`src/hw/beterm_pkg.sv`:
```
// shared constants for the bus error termination master and slave ends
package beterm_pkg;
	// ----------------------------------------
	// transfer type and response encodings
	// ----------------------------------------
	localparam logic [1:0] BETERM_TRANS_IDLE = 2'h0;
	localparam logic [1:0] BETERM_TRANS_NONSEQ = 2'h2;
	localparam logic [2:0] BETERM_RESP_OKAY = 3'h0;
	localparam logic [2:0] BETERM_RESP_ERROR = 3'h1;
	// ----------------------------------------
	// widths and reset values
	// ----------------------------------------
	localparam int BETERM_AW = 32;
	localparam int BETERM_DW = 32;
	localparam logic [31:0] BETERM_DATA_RST = 32'h0000_0000;
	// slave wait states before answering, fixed
	localparam logic [3:0] BETERM_WAIT_RST = 4'h0;
endpackage

```
`src/hw/beterm_if.sv`:
```
// bus interface joining the master and the slave ends
`timescale 1ns/1ps
`default_nettype none
interface beterm_if;
	import beterm_pkg::*;
	logic [1:0] htrans;
	logic hwrite;
	logic [31:0] haddr;
	logic [31:0] hwdata;
	logic [31:0] hrdata;
	logic hready;
	logic [2:0] hresp;
	modport master (output htrans, output hwrite, output haddr, output hwdata,
		input hrdata, input hready, input hresp);
	modport slave (input htrans, input hwrite, input haddr, input hwdata,
		output hrdata, output hready, output hresp);
endinterface
`default_nettype wire

```
`src/hw/beterm_master.sv`:
```
// bus master end: requests, error termination, retraction and error report
//
// Function
// - slave flags failure with ERROR plus ready
// - error ends in two cycles, ready second
// - ERROR shown with ready low first
// - master may idle or re-request in second
// - pending request may change after error
// - read data on error is discarded
// - request on idle bus taken same cycle
// - no request taken while access outstanding
// - after fetch error, next read stays requested
// - after data read error, write retracted
// - misaligned write second portion aborted on error
// - new request taken as previous terminates
// - normal read data comes cycle after taking
`timescale 1ns/1ps
`default_nettype none
module beterm_master
	import beterm_pkg::*;
(
	// clock and reset
	input wire logic sys_clk_i,
	input wire logic reset_i,
	// user request side
	input wire logic req_valid_i,
	input wire logic req_write_i,
	input wire logic req_fetch_i,
	input wire logic req_split_i,
	input wire logic [31:0] req_addr_i,
	input wire logic [31:0] req_addr2_i,
	input wire logic [31:0] req_wdata_i,
	input wire logic [31:0] req_wdata2_i,
	output logic req_ready_o,
	// user answer side
	output logic rsp_valid_o,
	output logic [31:0] rsp_rdata_o,
	output logic rsp_error_o,
	output logic err_fetch_o,
	output logic err_data_o,
	// bus
	beterm_if.master bus
);
	typedef enum logic [1:0] {
		BETERM_ST_IDLE = 2'b00,
		BETERM_ST_BUSY = 2'b01
	} beterm_state_t;

	// ----------------------------------------
	// registers
	// ----------------------------------------
	beterm_state_t state_r, state_nxt;
	logic [1:0] htrans_r, htrans_nxt;
	logic hwrite_r, hwrite_nxt;
	logic [31:0] haddr_r, haddr_nxt;
	logic [31:0] hwdata_r, hwdata_nxt;
	logic [31:0] wdata_q_r, wdata_q_nxt;
	logic dph_write_r, dph_write_nxt;
	logic dph_fetch_r, dph_fetch_nxt;
	logic aph_fetch_r, aph_fetch_nxt;
	logic aph_write_r, aph_write_nxt;
	logic split_pend_r, split_pend_nxt;
	logic [31:0] addr2_r, addr2_nxt;
	logic [31:0] wdata2_r, wdata2_nxt;
	logic req_ready_r, req_ready_nxt;
	logic rsp_valid_r, rsp_valid_nxt;
	logic [31:0] rsp_rdata_r, rsp_rdata_nxt;
	logic rsp_error_r, rsp_error_nxt;
	logic err_fetch_r, err_fetch_nxt;
	logic err_data_r, err_data_nxt;
	logic taken, err_first, err_done, ok_done, drive_new;

	// ----------------------------------------
	// next state
	// ----------------------------------------
	always_comb begin
		state_nxt = state_r;
		htrans_nxt = htrans_r;
		hwrite_nxt = hwrite_r;
		haddr_nxt = haddr_r;
		hwdata_nxt = hwdata_r;
		wdata_q_nxt = wdata_q_r;
		dph_write_nxt = dph_write_r;
		dph_fetch_nxt = dph_fetch_r;
		aph_fetch_nxt = aph_fetch_r;
		aph_write_nxt = aph_write_r;
		split_pend_nxt = split_pend_r;
		addr2_nxt = addr2_r;
		wdata2_nxt = wdata2_r;
		rsp_valid_nxt = 1'b0;
		rsp_rdata_nxt = rsp_rdata_r;
		rsp_error_nxt = 1'b0;
		err_fetch_nxt = 1'b0;
		err_data_nxt = 1'b0;
		drive_new = 1'b0;
		// request on bus is taken when no access outstanding or it ends
		taken = (htrans_r == BETERM_TRANS_NONSEQ) &&
			((state_r == BETERM_ST_IDLE) || bus.hready);
		ok_done = (state_r == BETERM_ST_BUSY) && bus.hready && (bus.hresp == BETERM_RESP_OKAY);
		err_first = (state_r == BETERM_ST_BUSY) && !bus.hready && (bus.hresp == BETERM_RESP_ERROR);
		err_done = (state_r == BETERM_ST_BUSY) && bus.hready && (bus.hresp == BETERM_RESP_ERROR);
		// data phase completion
		if (ok_done) begin
			rsp_valid_nxt = 1'b1;
			if (!dph_write_r) begin
				rsp_rdata_nxt = bus.hrdata;
			end
		end
		if (err_done) begin
			rsp_valid_nxt = 1'b1;
			rsp_error_nxt = 1'b1; // read data ignored
			err_fetch_nxt = dph_fetch_r;
			err_data_nxt = !dph_fetch_r;
		end
		if (ok_done || err_done) begin
			state_nxt = BETERM_ST_IDLE;
		end
		// address phase handover
		if (taken) begin
			state_nxt = BETERM_ST_BUSY;
			dph_write_nxt = hwrite_r;
			dph_fetch_nxt = aph_fetch_r;
			hwdata_nxt = wdata_q_r;
			htrans_nxt = BETERM_TRANS_IDLE;
			if (split_pend_r) begin
				// second portion of misaligned write
				htrans_nxt = BETERM_TRANS_NONSEQ;
				haddr_nxt = addr2_r;
				wdata_q_nxt = wdata2_r;
				split_pend_nxt = 1'b0;
			end else begin
				drive_new = 1'b1;
			end
		end else if (err_first && (htrans_r == BETERM_TRANS_NONSEQ)) begin
			// retract pending access after a data error; after a fetch error keep a pending read
			if (!dph_fetch_r || split_pend_r || aph_write_r) begin
				htrans_nxt = BETERM_TRANS_IDLE;
				split_pend_nxt = 1'b0;
			end // pending read stays requested
		end else if (err_first && split_pend_r) begin
			split_pend_nxt = 1'b0;
		end else if (htrans_r == BETERM_TRANS_IDLE) begin
			drive_new = 1'b1;
		end
		// present a new user request; not while the last one is acknowledged,
		// as the user still holds it in that cycle and would be loaded twice
		if (drive_new && req_valid_i && !req_ready_r) begin
			htrans_nxt = BETERM_TRANS_NONSEQ;
			hwrite_nxt = req_write_i;
			haddr_nxt = req_addr_i;
			wdata_q_nxt = req_wdata_i;
			aph_fetch_nxt = req_fetch_i;
			aph_write_nxt = req_write_i;
			split_pend_nxt = req_split_i && req_write_i;
			addr2_nxt = req_addr2_i;
			wdata2_nxt = req_wdata2_i;
		end
		req_ready_nxt = 1'b0;
		if (drive_new && req_valid_i && !req_ready_r) begin
			req_ready_nxt = 1'b1;
		end
	end

	// ----------------------------------------
	// registers
	// ----------------------------------------
	always_ff @(posedge sys_clk_i or posedge reset_i) begin
		if (reset_i) begin
			state_r <= BETERM_ST_IDLE;
			htrans_r <= BETERM_TRANS_IDLE;
			hwrite_r <= 1'b0;
			haddr_r <= BETERM_DATA_RST;
			hwdata_r <= BETERM_DATA_RST;
			wdata_q_r <= BETERM_DATA_RST;
			dph_write_r <= 1'b0;
			dph_fetch_r <= 1'b0;
			aph_fetch_r <= 1'b0;
			aph_write_r <= 1'b0;
			split_pend_r <= 1'b0;
			addr2_r <= BETERM_DATA_RST;
			wdata2_r <= BETERM_DATA_RST;
			req_ready_r <= 1'b0;
			rsp_valid_r <= 1'b0;
			rsp_rdata_r <= BETERM_DATA_RST;
			rsp_error_r <= 1'b0;
			err_fetch_r <= 1'b0;
			err_data_r <= 1'b0;
		end else begin
			state_r <= state_nxt;
			htrans_r <= htrans_nxt;
			hwrite_r <= hwrite_nxt;
			haddr_r <= haddr_nxt;
			hwdata_r <= hwdata_nxt;
			wdata_q_r <= wdata_q_nxt;
			dph_write_r <= dph_write_nxt;
			dph_fetch_r <= dph_fetch_nxt;
			aph_fetch_r <= aph_fetch_nxt;
			aph_write_r <= aph_write_nxt;
			split_pend_r <= split_pend_nxt;
			addr2_r <= addr2_nxt;
			wdata2_r <= wdata2_nxt;
			req_ready_r <= req_ready_nxt;
			rsp_valid_r <= rsp_valid_nxt;
			rsp_rdata_r <= rsp_rdata_nxt;
			rsp_error_r <= rsp_error_nxt;
			err_fetch_r <= err_fetch_nxt;
			err_data_r <= err_data_nxt;
		end
	end

	// ----------------------------------------
	// outputs
	// ----------------------------------------
	assign bus.htrans = htrans_r;
	assign bus.hwrite = hwrite_r;
	assign bus.haddr = haddr_r;
	assign bus.hwdata = hwdata_r;
	assign req_ready_o = req_ready_r;
	assign rsp_valid_o = rsp_valid_r;
	assign rsp_rdata_o = rsp_rdata_r;
	assign rsp_error_o = rsp_error_r;
	assign err_fetch_o = err_fetch_r;
	assign err_data_o = err_data_r;
endmodule
`default_nettype wire

```
`src/flat_wrapper.sv`:
```
// flat-port wrapper written by rule: the top's interface ports become plain ports
module beterm_master_flat import beterm_pkg::*;
  (sys_clk_i, reset_i, req_valid_i, req_write_i, req_fetch_i, req_split_i, req_addr_i, req_addr2_i, req_wdata_i, req_wdata2_i, req_ready_o, rsp_valid_o, rsp_rdata_o, rsp_error_o, err_fetch_o, err_data_o, bus_htrans, bus_hwrite, bus_haddr, bus_hwdata, bus_hrdata, bus_hready, bus_hresp);
  beterm_if bus_i ();
  input wire logic sys_clk_i;
  input wire logic reset_i;
  input wire logic req_valid_i;
  input wire logic req_write_i;
  input wire logic req_fetch_i;
  input wire logic req_split_i;
  input wire logic [31:0] req_addr_i;
  input wire logic [31:0] req_addr2_i;
  input wire logic [31:0] req_wdata_i;
  input wire logic [31:0] req_wdata2_i;
  output logic req_ready_o;
  output logic rsp_valid_o;
  output logic [31:0] rsp_rdata_o;
  output logic rsp_error_o;
  output logic err_fetch_o;
  output logic err_data_o;
  output wire logic [$bits(bus_i.htrans)-1:0] bus_htrans;
  output wire logic [$bits(bus_i.hwrite)-1:0] bus_hwrite;
  output wire logic [$bits(bus_i.haddr)-1:0] bus_haddr;
  output wire logic [$bits(bus_i.hwdata)-1:0] bus_hwdata;
  input wire logic [$bits(bus_i.hrdata)-1:0] bus_hrdata;
  input wire logic [$bits(bus_i.hready)-1:0] bus_hready;
  input wire logic [$bits(bus_i.hresp)-1:0] bus_hresp;
  assign bus_htrans = bus_i.htrans;
  assign bus_hwrite = bus_i.hwrite;
  assign bus_haddr = bus_i.haddr;
  assign bus_hwdata = bus_i.hwdata;
  assign bus_i.hrdata = bus_hrdata;
  assign bus_i.hready = bus_hready;
  assign bus_i.hresp = bus_hresp;
  beterm_master u_core (.sys_clk_i(sys_clk_i), .reset_i(reset_i), .req_valid_i(req_valid_i), .req_write_i(req_write_i), .req_fetch_i(req_fetch_i), .req_split_i(req_split_i), .req_addr_i(req_addr_i), .req_addr2_i(req_addr2_i), .req_wdata_i(req_wdata_i), .req_wdata2_i(req_wdata2_i), .req_ready_o(req_ready_o), .rsp_valid_o(rsp_valid_o), .rsp_rdata_o(rsp_rdata_o), .rsp_error_o(rsp_error_o), .err_fetch_o(err_fetch_o), .err_data_o(err_data_o), .bus(bus_i));
endmodule
```
`config.mk`:
```
export PLATFORM = sky130hd
export DESIGN_NAME = beterm_master_flat
export DESIGN_NICKNAME = d
export VERILOG_FILES = /design/src/hw/beterm_pkg.sv /design/src/hw/beterm_if.sv /design/src/hw/beterm_master.sv /design/src/flat_wrapper.sv
export SDC_FILE = /design/constraint.sdc
export NUM_CORES = 1
export LEC_CHECK = 0
export ABC_CLOCK_PERIOD_IN_PS = 9100
export BUFFER_PORTS_ARGS = -buffer_cell sky130_fd_sc_hd__buf_4
export CAP_MARGIN = 20
export CORE_MARGIN = 8
export CORE_UTILIZATION = 56
export DETAILED_ROUTE_END_ITERATION = 6
export GPL_TIMING_DRIVEN = 0
export HOLD_SLACK_MARGIN = 0.08
export PLACE_DENSITY = 0.86
export REMOVE_ABC_BUFFERS = 1
export SLEW_MARGIN = 20
export SYNTH_ARGS = -nofsm -noshare
export SYNTH_HDL_FRONTEND = slang
export SYNTH_SLANG_ARGS = --single-unit
```
`constraint.sdc`:
```
create_clock -name sys_clk_i -period 9.1 [get_ports sys_clk_i]
set_input_delay 0.455 -clock sys_clk_i [delete_from_list [all_inputs] [get_ports sys_clk_i]]
set_output_delay 0.455 -clock sys_clk_i [all_outputs]
set_load 0.01 [all_outputs]
```
==> results_dict.tcl, run 1 <==
set metrics [dict create \
    outcome "completed" \
    wirelength_um 27130 \
    p_per_area_nw_per_um2 335.4 \
    yosysSeqAreaShare_pct 56.49 \
    grt_remaining_overflow 0 \
    post_cts_resized 0 \
    min_period_ns 3.051 \
    drc 0 \
    root_buffer "clkbuf_16" \
    cts_setup_buffers 0 \
    wire_per_inst_um 21.90 \
    maxSlewHeadroom_pct 42.69 \
    slew_violations 0 \
    cts_buffers 22 \
    synth_edf_count 0 \
    io_pins 274 \
    cts_tree "built" \
    ir_drop_mv 0.2337 \
    post-route-period-util_pct 33.52 \
    drive_gt1_share_pct 42.91 \
    power_leakage_nw 5.411 \
    drtAntennaViolNets 0 \
    drt_iter0_drc 549 \
    synth-async-reset-ratio_pct 100.0 \
    fin_util_pct 77.30 \
    cts-htree-levels 1 \
    clock_latency_ns 0.49 \
    cp.required_ns 9.47 \
    syn_to_final_growth_pct 35.37 \
    preCtsSetupSlack_ns 6.027 \
    arrival_ns 3.42 \
    synth_top_cell_by_area "dfrtp_1" \
    synth_area_sq_um 9037 \
    ys_ff_latch 204 \
    grt_pass1_wl_um 42420 \
    ctsLongestPathBuffers 3 \
    ys_warn_count 0 \
    synth.distinct_cells 32 \
    cts.clk_slew.worst_paths_ns 0.06 \
    finalPower_w 0.004103 \
    dr.pass1.iters 5 \
    core.rowCount 46 \
    fmax_mhz 327.8 \
    dp_hpwl_um 18820 \
    antenna_found_initial 0 \
    die_height_um 143.0 \
    grt_pass1_vias 7863 \
    worst_pin_slew_ns 0.8596 \
    vias 7495 \
    gp_congestion 0.8682 \
    start_kind "flop" \
    synth.most_common_cell "dfrtp_1" \
    yosys.area.top_type_share_pct 56.49 \
    cp-end-kind "flop" \
    viasPerCell 6.049 \
    timing_hold_violations_final 0 \
    crit_type "flop to flop" \
    worstPathMaxFanout 41 \
    rsz0062_at_grt "no" \
    synth-main-ff-cell "dfrtp_1" \
    netlist_instances 755 \
    hold_start "req_addr2_i[0]" \
    critPathLaunch "u_core.bus.htrans[1]" \
    avgSynthCellArea_sq_um 11.97 \
    io_buffers 272 \
    tns_ns 0 \
    cts.sinks 204 \
    die_w_um 143.0 \
    hold_class "input pin to flop" \
    grt_use_total_pct 26.01 \
    finalSetupViolCount 0 \
    fp.coreArea_sq_um 15830 \
    synthTopCellsByCount "dfrtp_1, mux2_2, a21oi_1, nor2_1, a22oi_1" \
    finalWorstSetupSlack_ns 6.049 \
    yosys-top-cells-area "dfrtp_1, mux2_2, a22oi_1, mux2_1, a21oi_1" \
    die-area_sq_um 20460 \
    n_antenna_cell 0 \
    rr_startpoint "u_core.bus.htrans[1]" \
    cap_violations 0 \
    nets 1179 \
    clock_skew_ns 0.006063 \
    grt_max_degree 91 \
    start_util_pct 57.10 \
]
==> metrics by stage <==
step,instances,cell area (sq um),hold WS (ns)
finish,1239,12230,0.1815
global route,1239,12230,0.1767
CTS,1239,12230,0.1672
detailed placement,1200,11520,0.4505
global placement,1180,11080,0.4639
floorplan,692,8766,0.4255
==> critical path, cell delays in order, from the launching register on <==
cell     delay [ns]
dfrtp_2        0.72
and3b_1        0.39
or2_2          0.35
nor3_4         0.47
buf_6          0.27
buf_8          0.20
buf_8          0.17
mux2_2         0.34
==> worst paths after layout <==
check                      slack [ns]  cells after the start                     end
max in group asynchronous        7.51                      5    u_core.bus.htrans[1]
max                              6.05                      7      u_core.wdata2_r[7]
min                              0.18                      2       u_core.addr2_r[0]
max reg2reg                      6.05                      7      u_core.wdata2_r[7]
min in group asynchronous        0.49                      3  u_core.rsp_rdata_o[12]
min reg2reg                      0.49                      1      u_core.addr2_r[20]
==> sequential cells by signal, summed over array words and instances (netlist names) <==
register,flops
u_core.bus.hwrite,1
u_core.wdata_q_r,32
u_core.err_data_o,1
u_core.split_pend_r,1
u_core.wdata2_r,32
u_core.addr2_r,32
u_core.err_fetch_o,1
u_core.req_ready_o,1
u_core.bus.htrans,1
u_core.state_r,1
u_core.rsp_rdata_o,32
u_core.dph_write_r,1
u_core.bus.hwdata,32
u_core.rsp_valid_o,1
u_core.rsp_error_o,1
u_core.bus.haddr,32
u_core.dph_fetch_r,1
u_core.aph_fetch_r,1
==> kinds of logic (layout without fill, tap and decap cells) <==
kind of cell	after synthesis	after routing	share of synthesized area (%)
AND/OR/NAND/NOR	123	123	5.787
buffers and inverters	65	333	3.087
flip-flops	204	204	56.49
AO/OA/AOI/OAI	230	230	18.15
other	1	1	0.04149
multiplexers	132	132	16.45
==> layer usage <==
| layer | track usage [%] | part of all wire (%) | vias up |
|---|---|---|---|
| met2 | 43.99 | 49 | 352 |
| met3 | 7.179 | 10 | 47 |
| met4 | 7.103 | 2.2 | 0 |
| met1 | 32.03 | 38 | 3760 |
| li1 | - | - | 3336 |
| met5 | 0 | 0 | - |
==> where the power goes <==
| part | internal [W] | total [W] | switching, W |
|---|---|---|---|
| sequential | 0.00136 | 0.00169 | 0.000336 |
| clock | 0.000522 | 0.000868 | 0.000345 |
| combinational | 0.000854 | 0.00154 | 0.000688 |
| total | 0.00273 | 0.00410 | 0.00137 |
==> area by class of cell <==
type | instances | area (sq um)
sequential | 204 | 5106
multi-input combinational | 486 | 3702
fill | 1017 | 3593
timing repair buffer | 293 | 2434
clock buffer | 33 | 653.1
tap | 216 | 270.3
clock inverter | 5 | 53.80
inverter | 2 | 15.01
==> cell usage in the layout (no fill, tap or decap), types with 2 or more instances in the layout <==
cell type,n
o2bb2ai_1,33
buf_4,272
clkbuf_1,6
mux2_1,31
a211oi_1,33
nor3_4,2
buf_16,5
dfrtp_1,203
mux2_2,101
nor2_1,65
buf_8,6
a221oi_1,31
clkinv_2,3
a21oi_1,66
clkbuf_16,23
clkbuf_8,4
buf_6,3
a22oi_1,63
nand2b_2,2
buf_12,6
nand3_1,2
nand2_1,36
nor2b_1,3
and2_1,2
==> repair_timing <==
item | CTS | global route
endpoints found under the hold margin | 39 | 0
hold buffers | 1 | 0
setup endpoints to repair | 0 | 0
(Power assumes the default switching activity.)
==> inputs of run 2 (changes only) <==
- ABC_CLOCK_PERIOD_IN_PS: 9100 -> 2900
- CORE_UTILIZATION: 56 -> 52
- PLACE_DENSITY: 0.86 -> 0.81
- clock period: 9.1 -> 2.9 ns (I/O delays scaled with it)
==> results_dict.tcl, run 2 (synthesis gave the netlist of run 1 again) <==
set metrics [dict create \
    outcome "completed" \
    cts_buffers 22 \
    ctsLongestPathBuffers 3 \
    cp-end-kind "flop" \
    drt_iter0_drc 597 \
    nets 1349 \
    worst_path_largest_cell_delay_ns 0.72 \
    reg2reg_slack_ns 0.08 \
    timing_hold_violations_final 0 \
    viasPerCell 6.047 \
    worst_pin_slew_ns 0.8604 \
    fp.coreArea_sq_um 17120 \
    finalWorstSetupSlack_ns 0.07865 \
    p_per_area_nw_per_um2 957.3 \
    vias 8581 \
    ir_drop_mv 0.7538 \
    cts.clk_slew.worst_paths_ns 0.07 \
    grt_max_degree 94 \
    grt_use_total_pct 30.18 \
    clock_skew_ns 0.03773 \
    drc 0 \
    io_buffers 272 \
    mostFrequentLayoutCells "buf_4, dfrtp_1, dlygate4sd3_1" \
    wirelength_um 33500 \
    r2r_end "u_core.addr2_r[31]" \
    rsz0062_at_grt "no" \
    power_leakage_nw 6.117 \
    grt_remaining_overflow 0 \
    finalSetupViolCount 0 \
    syn_to_final_growth_pct 54.46 \
    cts_tree "built" \
    cpLargestDelayFamily "simple AND/OR/NAND/NOR gates" \
    multi_input_area_sq_um 3702 \
    post-route-period-util_pct 97.29 \
    dr.pass1.iters 5 \
    cap_violations 0 \
    cts.sinks 204 \
    cpMaxStageDelayCell "dfrtp_2" \
    fmax_mhz 354.4 \
    maxSlewHeadroom_pct 42.64 \
    clock_latency_ns 0.53 \
    crit_cells 7 \
    root_buffer "clkbuf_16" \
    final_common_cell "buf_4" \
    cp_cell_sequence "and3b_1, or2_2, buf_12, nor3_4, buf_8, buf_8, mux2_2" \
    num-fill-cells 871 \
    grt_pass1_wl_um 52730 \
    tns_ns 0 \
    hold_class "input pin to async pin" \
    path_common_cell "buf_8" \
    core.rowCount 48 \
    cp.required_ns 3.28 \
    drive_gt1_share_pct 36.94 \
    die_w_um 147.8 \
    wire_per_inst_um 23.61 \
    arrival_ns 3.21 \
    antenna_found_initial 3 \
    grt_pass1_vias 9315 \
    slew_violations 0 \
    gp_congestion 0.7869 \
    crit_type "flop to flop" \
    worst-path-buf-inv 3 \
    cts-htree-levels 1 \
    worstPathMaxFanout 41 \
    io_pins 274 \
    start_kind "flop" \
    dp_hpwl_um 18160 \
    post_cts_resized 0 \
    die_height_um 147.8 \
    die-area_sq_um 21850 \
    regArea_sq_um 5106 \
    preCtsSetupSlack_ns -0.1909 \
    min_period_ns 2.821 \
    r2r_cells 7 \
    rr_startpoint "u_core.bus.htrans[1]" \
    start_util_pct 52.80 \
    drtAntennaViolNets 0 \
]
==> run 2: changes by cell type in the layout (fill, tap and decap cells not counted), sizes merged <==
cell,before,now
clkinv,4,2
clkinvlp,0,1
dlygate4sd3,1,168
bufinv,1,0
buf,292,295
diode,0,3
==> run 2: metal layers <==
metal | wire length, um | global-route usage [%] | up-vias | share of wire (%)
met5 | 0 | 0 | - | 0
met4 | 1326 | 11.68 | 0 | 4.0
met3 | 2575 | 7.062 | 116 | 7.7
met2 | 17610 | 53.56 | 472 | 53
met1 | 11990 | 34.66 | 4312 | 36
li1 | - | - | 3681 | -
==> run 2: timing repair <==
item	in CTS	in global routing
endpoints found under the hold margin	372	0
hold buffers	168	0
setup endpoints to repair	60	0
setup buffers	2	0
==> run 2: area by class of cell <==
cell class | count | area share, %
tap | 225 | 2.017
antenna | 3 | 0.05378
sequential | 204 | 36.58
clock buffer | 33 | 4.598
multi-input combinational | 486 | 26.52
clock inverter | 3 | 0.3047
timing repair buffer | 463 | 29.82
inverter | 2 | 0.1076
==> run 2: tightest hold or removal path: stages <==
cell	delay (ns)
dlygate4sd3_1	0.54
buf_4	0.16
inv_8	0.15
==> run 2: worst max-delay path by stage <==
stage	from	endpoint	slack [ns]
final	u_core.bus.htrans[1]	u_core.addr2_r[31]	0.08
after global routing	u_core.bus.htrans[1]	u_core.wdata2_r[23]	0.01
after CTS	u_core.bus.htrans[1]	u_core.addr2_r[22]	0.10
after detailed placement	u_core.bus.htrans[1]	u_core.wdata2_r[1]	-0.19
after global placement	reset_i	u_core.bus.haddr[12]	-5.22
after floorplan	reset_i	u_core.addr2_r[0]	-2.81
==> run 2: where the power goes <==
group / internal (W) / switching (W)
logic: 0.00287 / 0.00239
registers: 0.00426 / 0.00115
clock network: 0.00153 / 0.00117
total: 0.00866 / 0.00471
==> run 2: stage by stage <==
| stage | std cells | hold WS (ns) | total power, W | util, % | instance area, sq um |
|---|---|---|---|---|---|
| 6_report | 1419 | 0.1079 | 0.01336 | 81.56 | 13960 |
| 3_3_place_gp | 1189 | 0.3583 | 0.009755 | 64.79 | 11090 |
| 4_1_cts | 1416 | 0.09068 | 0.01306 | 81.51 | 13950 |
| 3_5_place_dp | 1210 | 0.08678 | 0.01016 | 67.60 | 11570 |
| 2_1_floorplan | 692 | 0.2753 | 0.007750 | - | 8766 |
| 5_1_grt | 1419 | 0.1275 | 0.01399 | 81.56 | 13960 |
==> inputs of run 3 (changes only) <==
==> constraint.sdc (replaced) <==
create_clock -name sys_clk_i -period 2.9 [get_ports sys_clk_i]
set_input_delay 0.58 -clock sys_clk_i [delete_from_list [all_inputs] [get_ports sys_clk_i]]
set_output_delay 0.58 -clock sys_clk_i [all_outputs]
set_load 0.01 [all_outputs]
==> results_dict.tcl, run 3 (synthesis gave the netlist of run 1 again) <==
set metrics [dict create \
    root_buffer "clkbuf_16" \
    dp_hpwl_um 18160 \
    drtAntennaViolNets 0 \
    hold_class "input pin to flop" \
    die_w_um 147.8 \
    fmax_mhz 358.1 \
    rsz0062_at_grt "no" \
    slew_violations 0 \
    ir_drop_mv 0.7435 \
    start_util_pct 52.80 \
    timing_hold_violations_final 0 \
    n_antenna_cell 0 \
    reg2reg_slack_ns 0.11 \
    worst-path-buf-inv 3 \
    mostFrequentLayoutCells "buf_4, dfrtp_1, mux2_2" \
    worst_path_largest_cell_delay_ns 0.72 \
    io_pins 274 \
    cpLargestDelayFamily "simple AND/OR/NAND/NOR gates" \
    cap_violations 0 \
    drc 0 \
    wire_per_inst_um 21.46 \
    clock_latency_ns 0.52 \
    fin_util_pct 71.75 \
    finalSetupViolCount 0 \
    crit_type "flop to flop" \
    die_height_um 147.8 \
    post-route-period-util_pct 96.30 \
    antenna_found_initial 0 \
    finalWorstSetupSlack_ns 0.1072 \
    num-fill-cells 1223 \
    io_buffers 272 \
    cts_buffers 22 \
    start_kind "flop" \
    cts-htree-levels 1 \
    grt_pass1_wl_um 42790 \
    vias 7358 \
    worstPathMaxFanout 41 \
    p_per_area_nw_per_um2 1039 \
    outcome "completed" \
    cp_cell_sequence "and3b_1, or2_2, buf_12, nor3_4, buf_8, buf_8, mux2_1" \
    final_common_cell "buf_4" \
    preCtsSetupSlack_ns -0.3414 \
    core.rowCount 48 \
    regArea_sq_um 5106 \
    min_period_ns 2.793 \
    grt_pass1_vias 7783 \
    path_common_cell "buf_8" \
    cts_tree "built" \
    worst_pin_slew_ns 0.8645 \
    grt_max_degree 94 \
    gp_congestion 0.7869 \
    drt_iter0_drc 361 \
    maxSlewHeadroom_pct 42.37 \
    viasPerCell 5.891 \
    die-area_sq_um 21850 \
    syn_to_final_growth_pct 35.89 \
    grt_remaining_overflow 0 \
    cpMaxStageDelayCell "dfrtp_2" \
    multi_input_area_sq_um 3702 \
    cp-end-kind "flop" \
    post_cts_resized 0 \
    grt_use_total_pct 24.10 \
    ctsLongestPathBuffers 3 \
    nets 1182 \
    arrival_ns 3.17 \
    fp.coreArea_sq_um 17120 \
    dr.pass1.iters 5 \
    cp.required_ns 3.27 \
    cts.sinks 204 \
    drive_gt1_share_pct 42.97 \
    wirelength_um 26800 \
    cts.clk_slew.worst_paths_ns 0.06 \
    power_leakage_nw 5.419 \
    clock_skew_ns 0.02910 \
]
-- run 3: layer usage --
metal,global-route usage [%],vias to the layer above,share of wire (%)
li1,-,3344,-
met2,40.71,309,50
met5,0,-,0
met1,28.99,3656,38
met4,7.394,0,2.8
met3,7.490,49,9.0
-- run 3: metrics by stage --
| stage | setup TNS [ns] | std cells | hold slack, ns | cell area, sq um | total power [W] |
|---|---|---|---|---|---|
| 2_1_floorplan | -880.87 | 692 | 0.4255 | 8766 | 0.007750 |
| 3_3_place_gp | -1782.97 | 1189 | 0.4625 | 11090 | 0.009755 |
| 3_5_place_dp | -15.35 | 1210 | 0.4754 | 11570 | 0.01016 |
| 4_1_cts | 0 | 1249 | 0.2692 | 12280 | 0.01287 |
| 5_1_grt | 0 | 1249 | 0.2753 | 12280 | 0.01351 |
| 6_report | 0 | 1249 | 0.2831 | 12280 | 0.01276 |
-- run 3: final timing paths --
path / startpoint / end / cells after the start
setup reg to reg: u_core.bus.htrans[1] / u_core.addr2_r[3] / 7
hold / removal: req_addr2_i[26] / u_core.addr2_r[26] / 2
hold reg to reg: u_core.addr2_r[18] / u_core.addr2_r[18] / 1
min in group asynchronous: reset_i / u_core.wdata2_r[9] / 3
max in group asynchronous: reset_i / u_core.addr2_r[2] / 4
setup / recovery: u_core.bus.htrans[1] / u_core.addr2_r[3] / 7
-- run 3: layout make-up --
class	count	area share, %
sequential	204	41.58
multi-input combinational	486	30.15
timing repair buffer	296	20.29
clock buffer	33	5.227
tap	225	2.292
clock inverter	3	0.3464
inverter	2	0.1223
-- run 3: timing repair --
action,in CTS,in global routing
hold buffers,1,0
setup endpoints to repair,60,0
endpoints found under the hold margin,18,0
buffers inserted,2,0
-- run 3: where the power goes --
group          switching, W  leakage [nW]  internal [W]
Combinational       0.00214          2.70       0.00271
Sequential          0.00102          2.39       0.00426
Clock               0.00111         0.330       0.00153
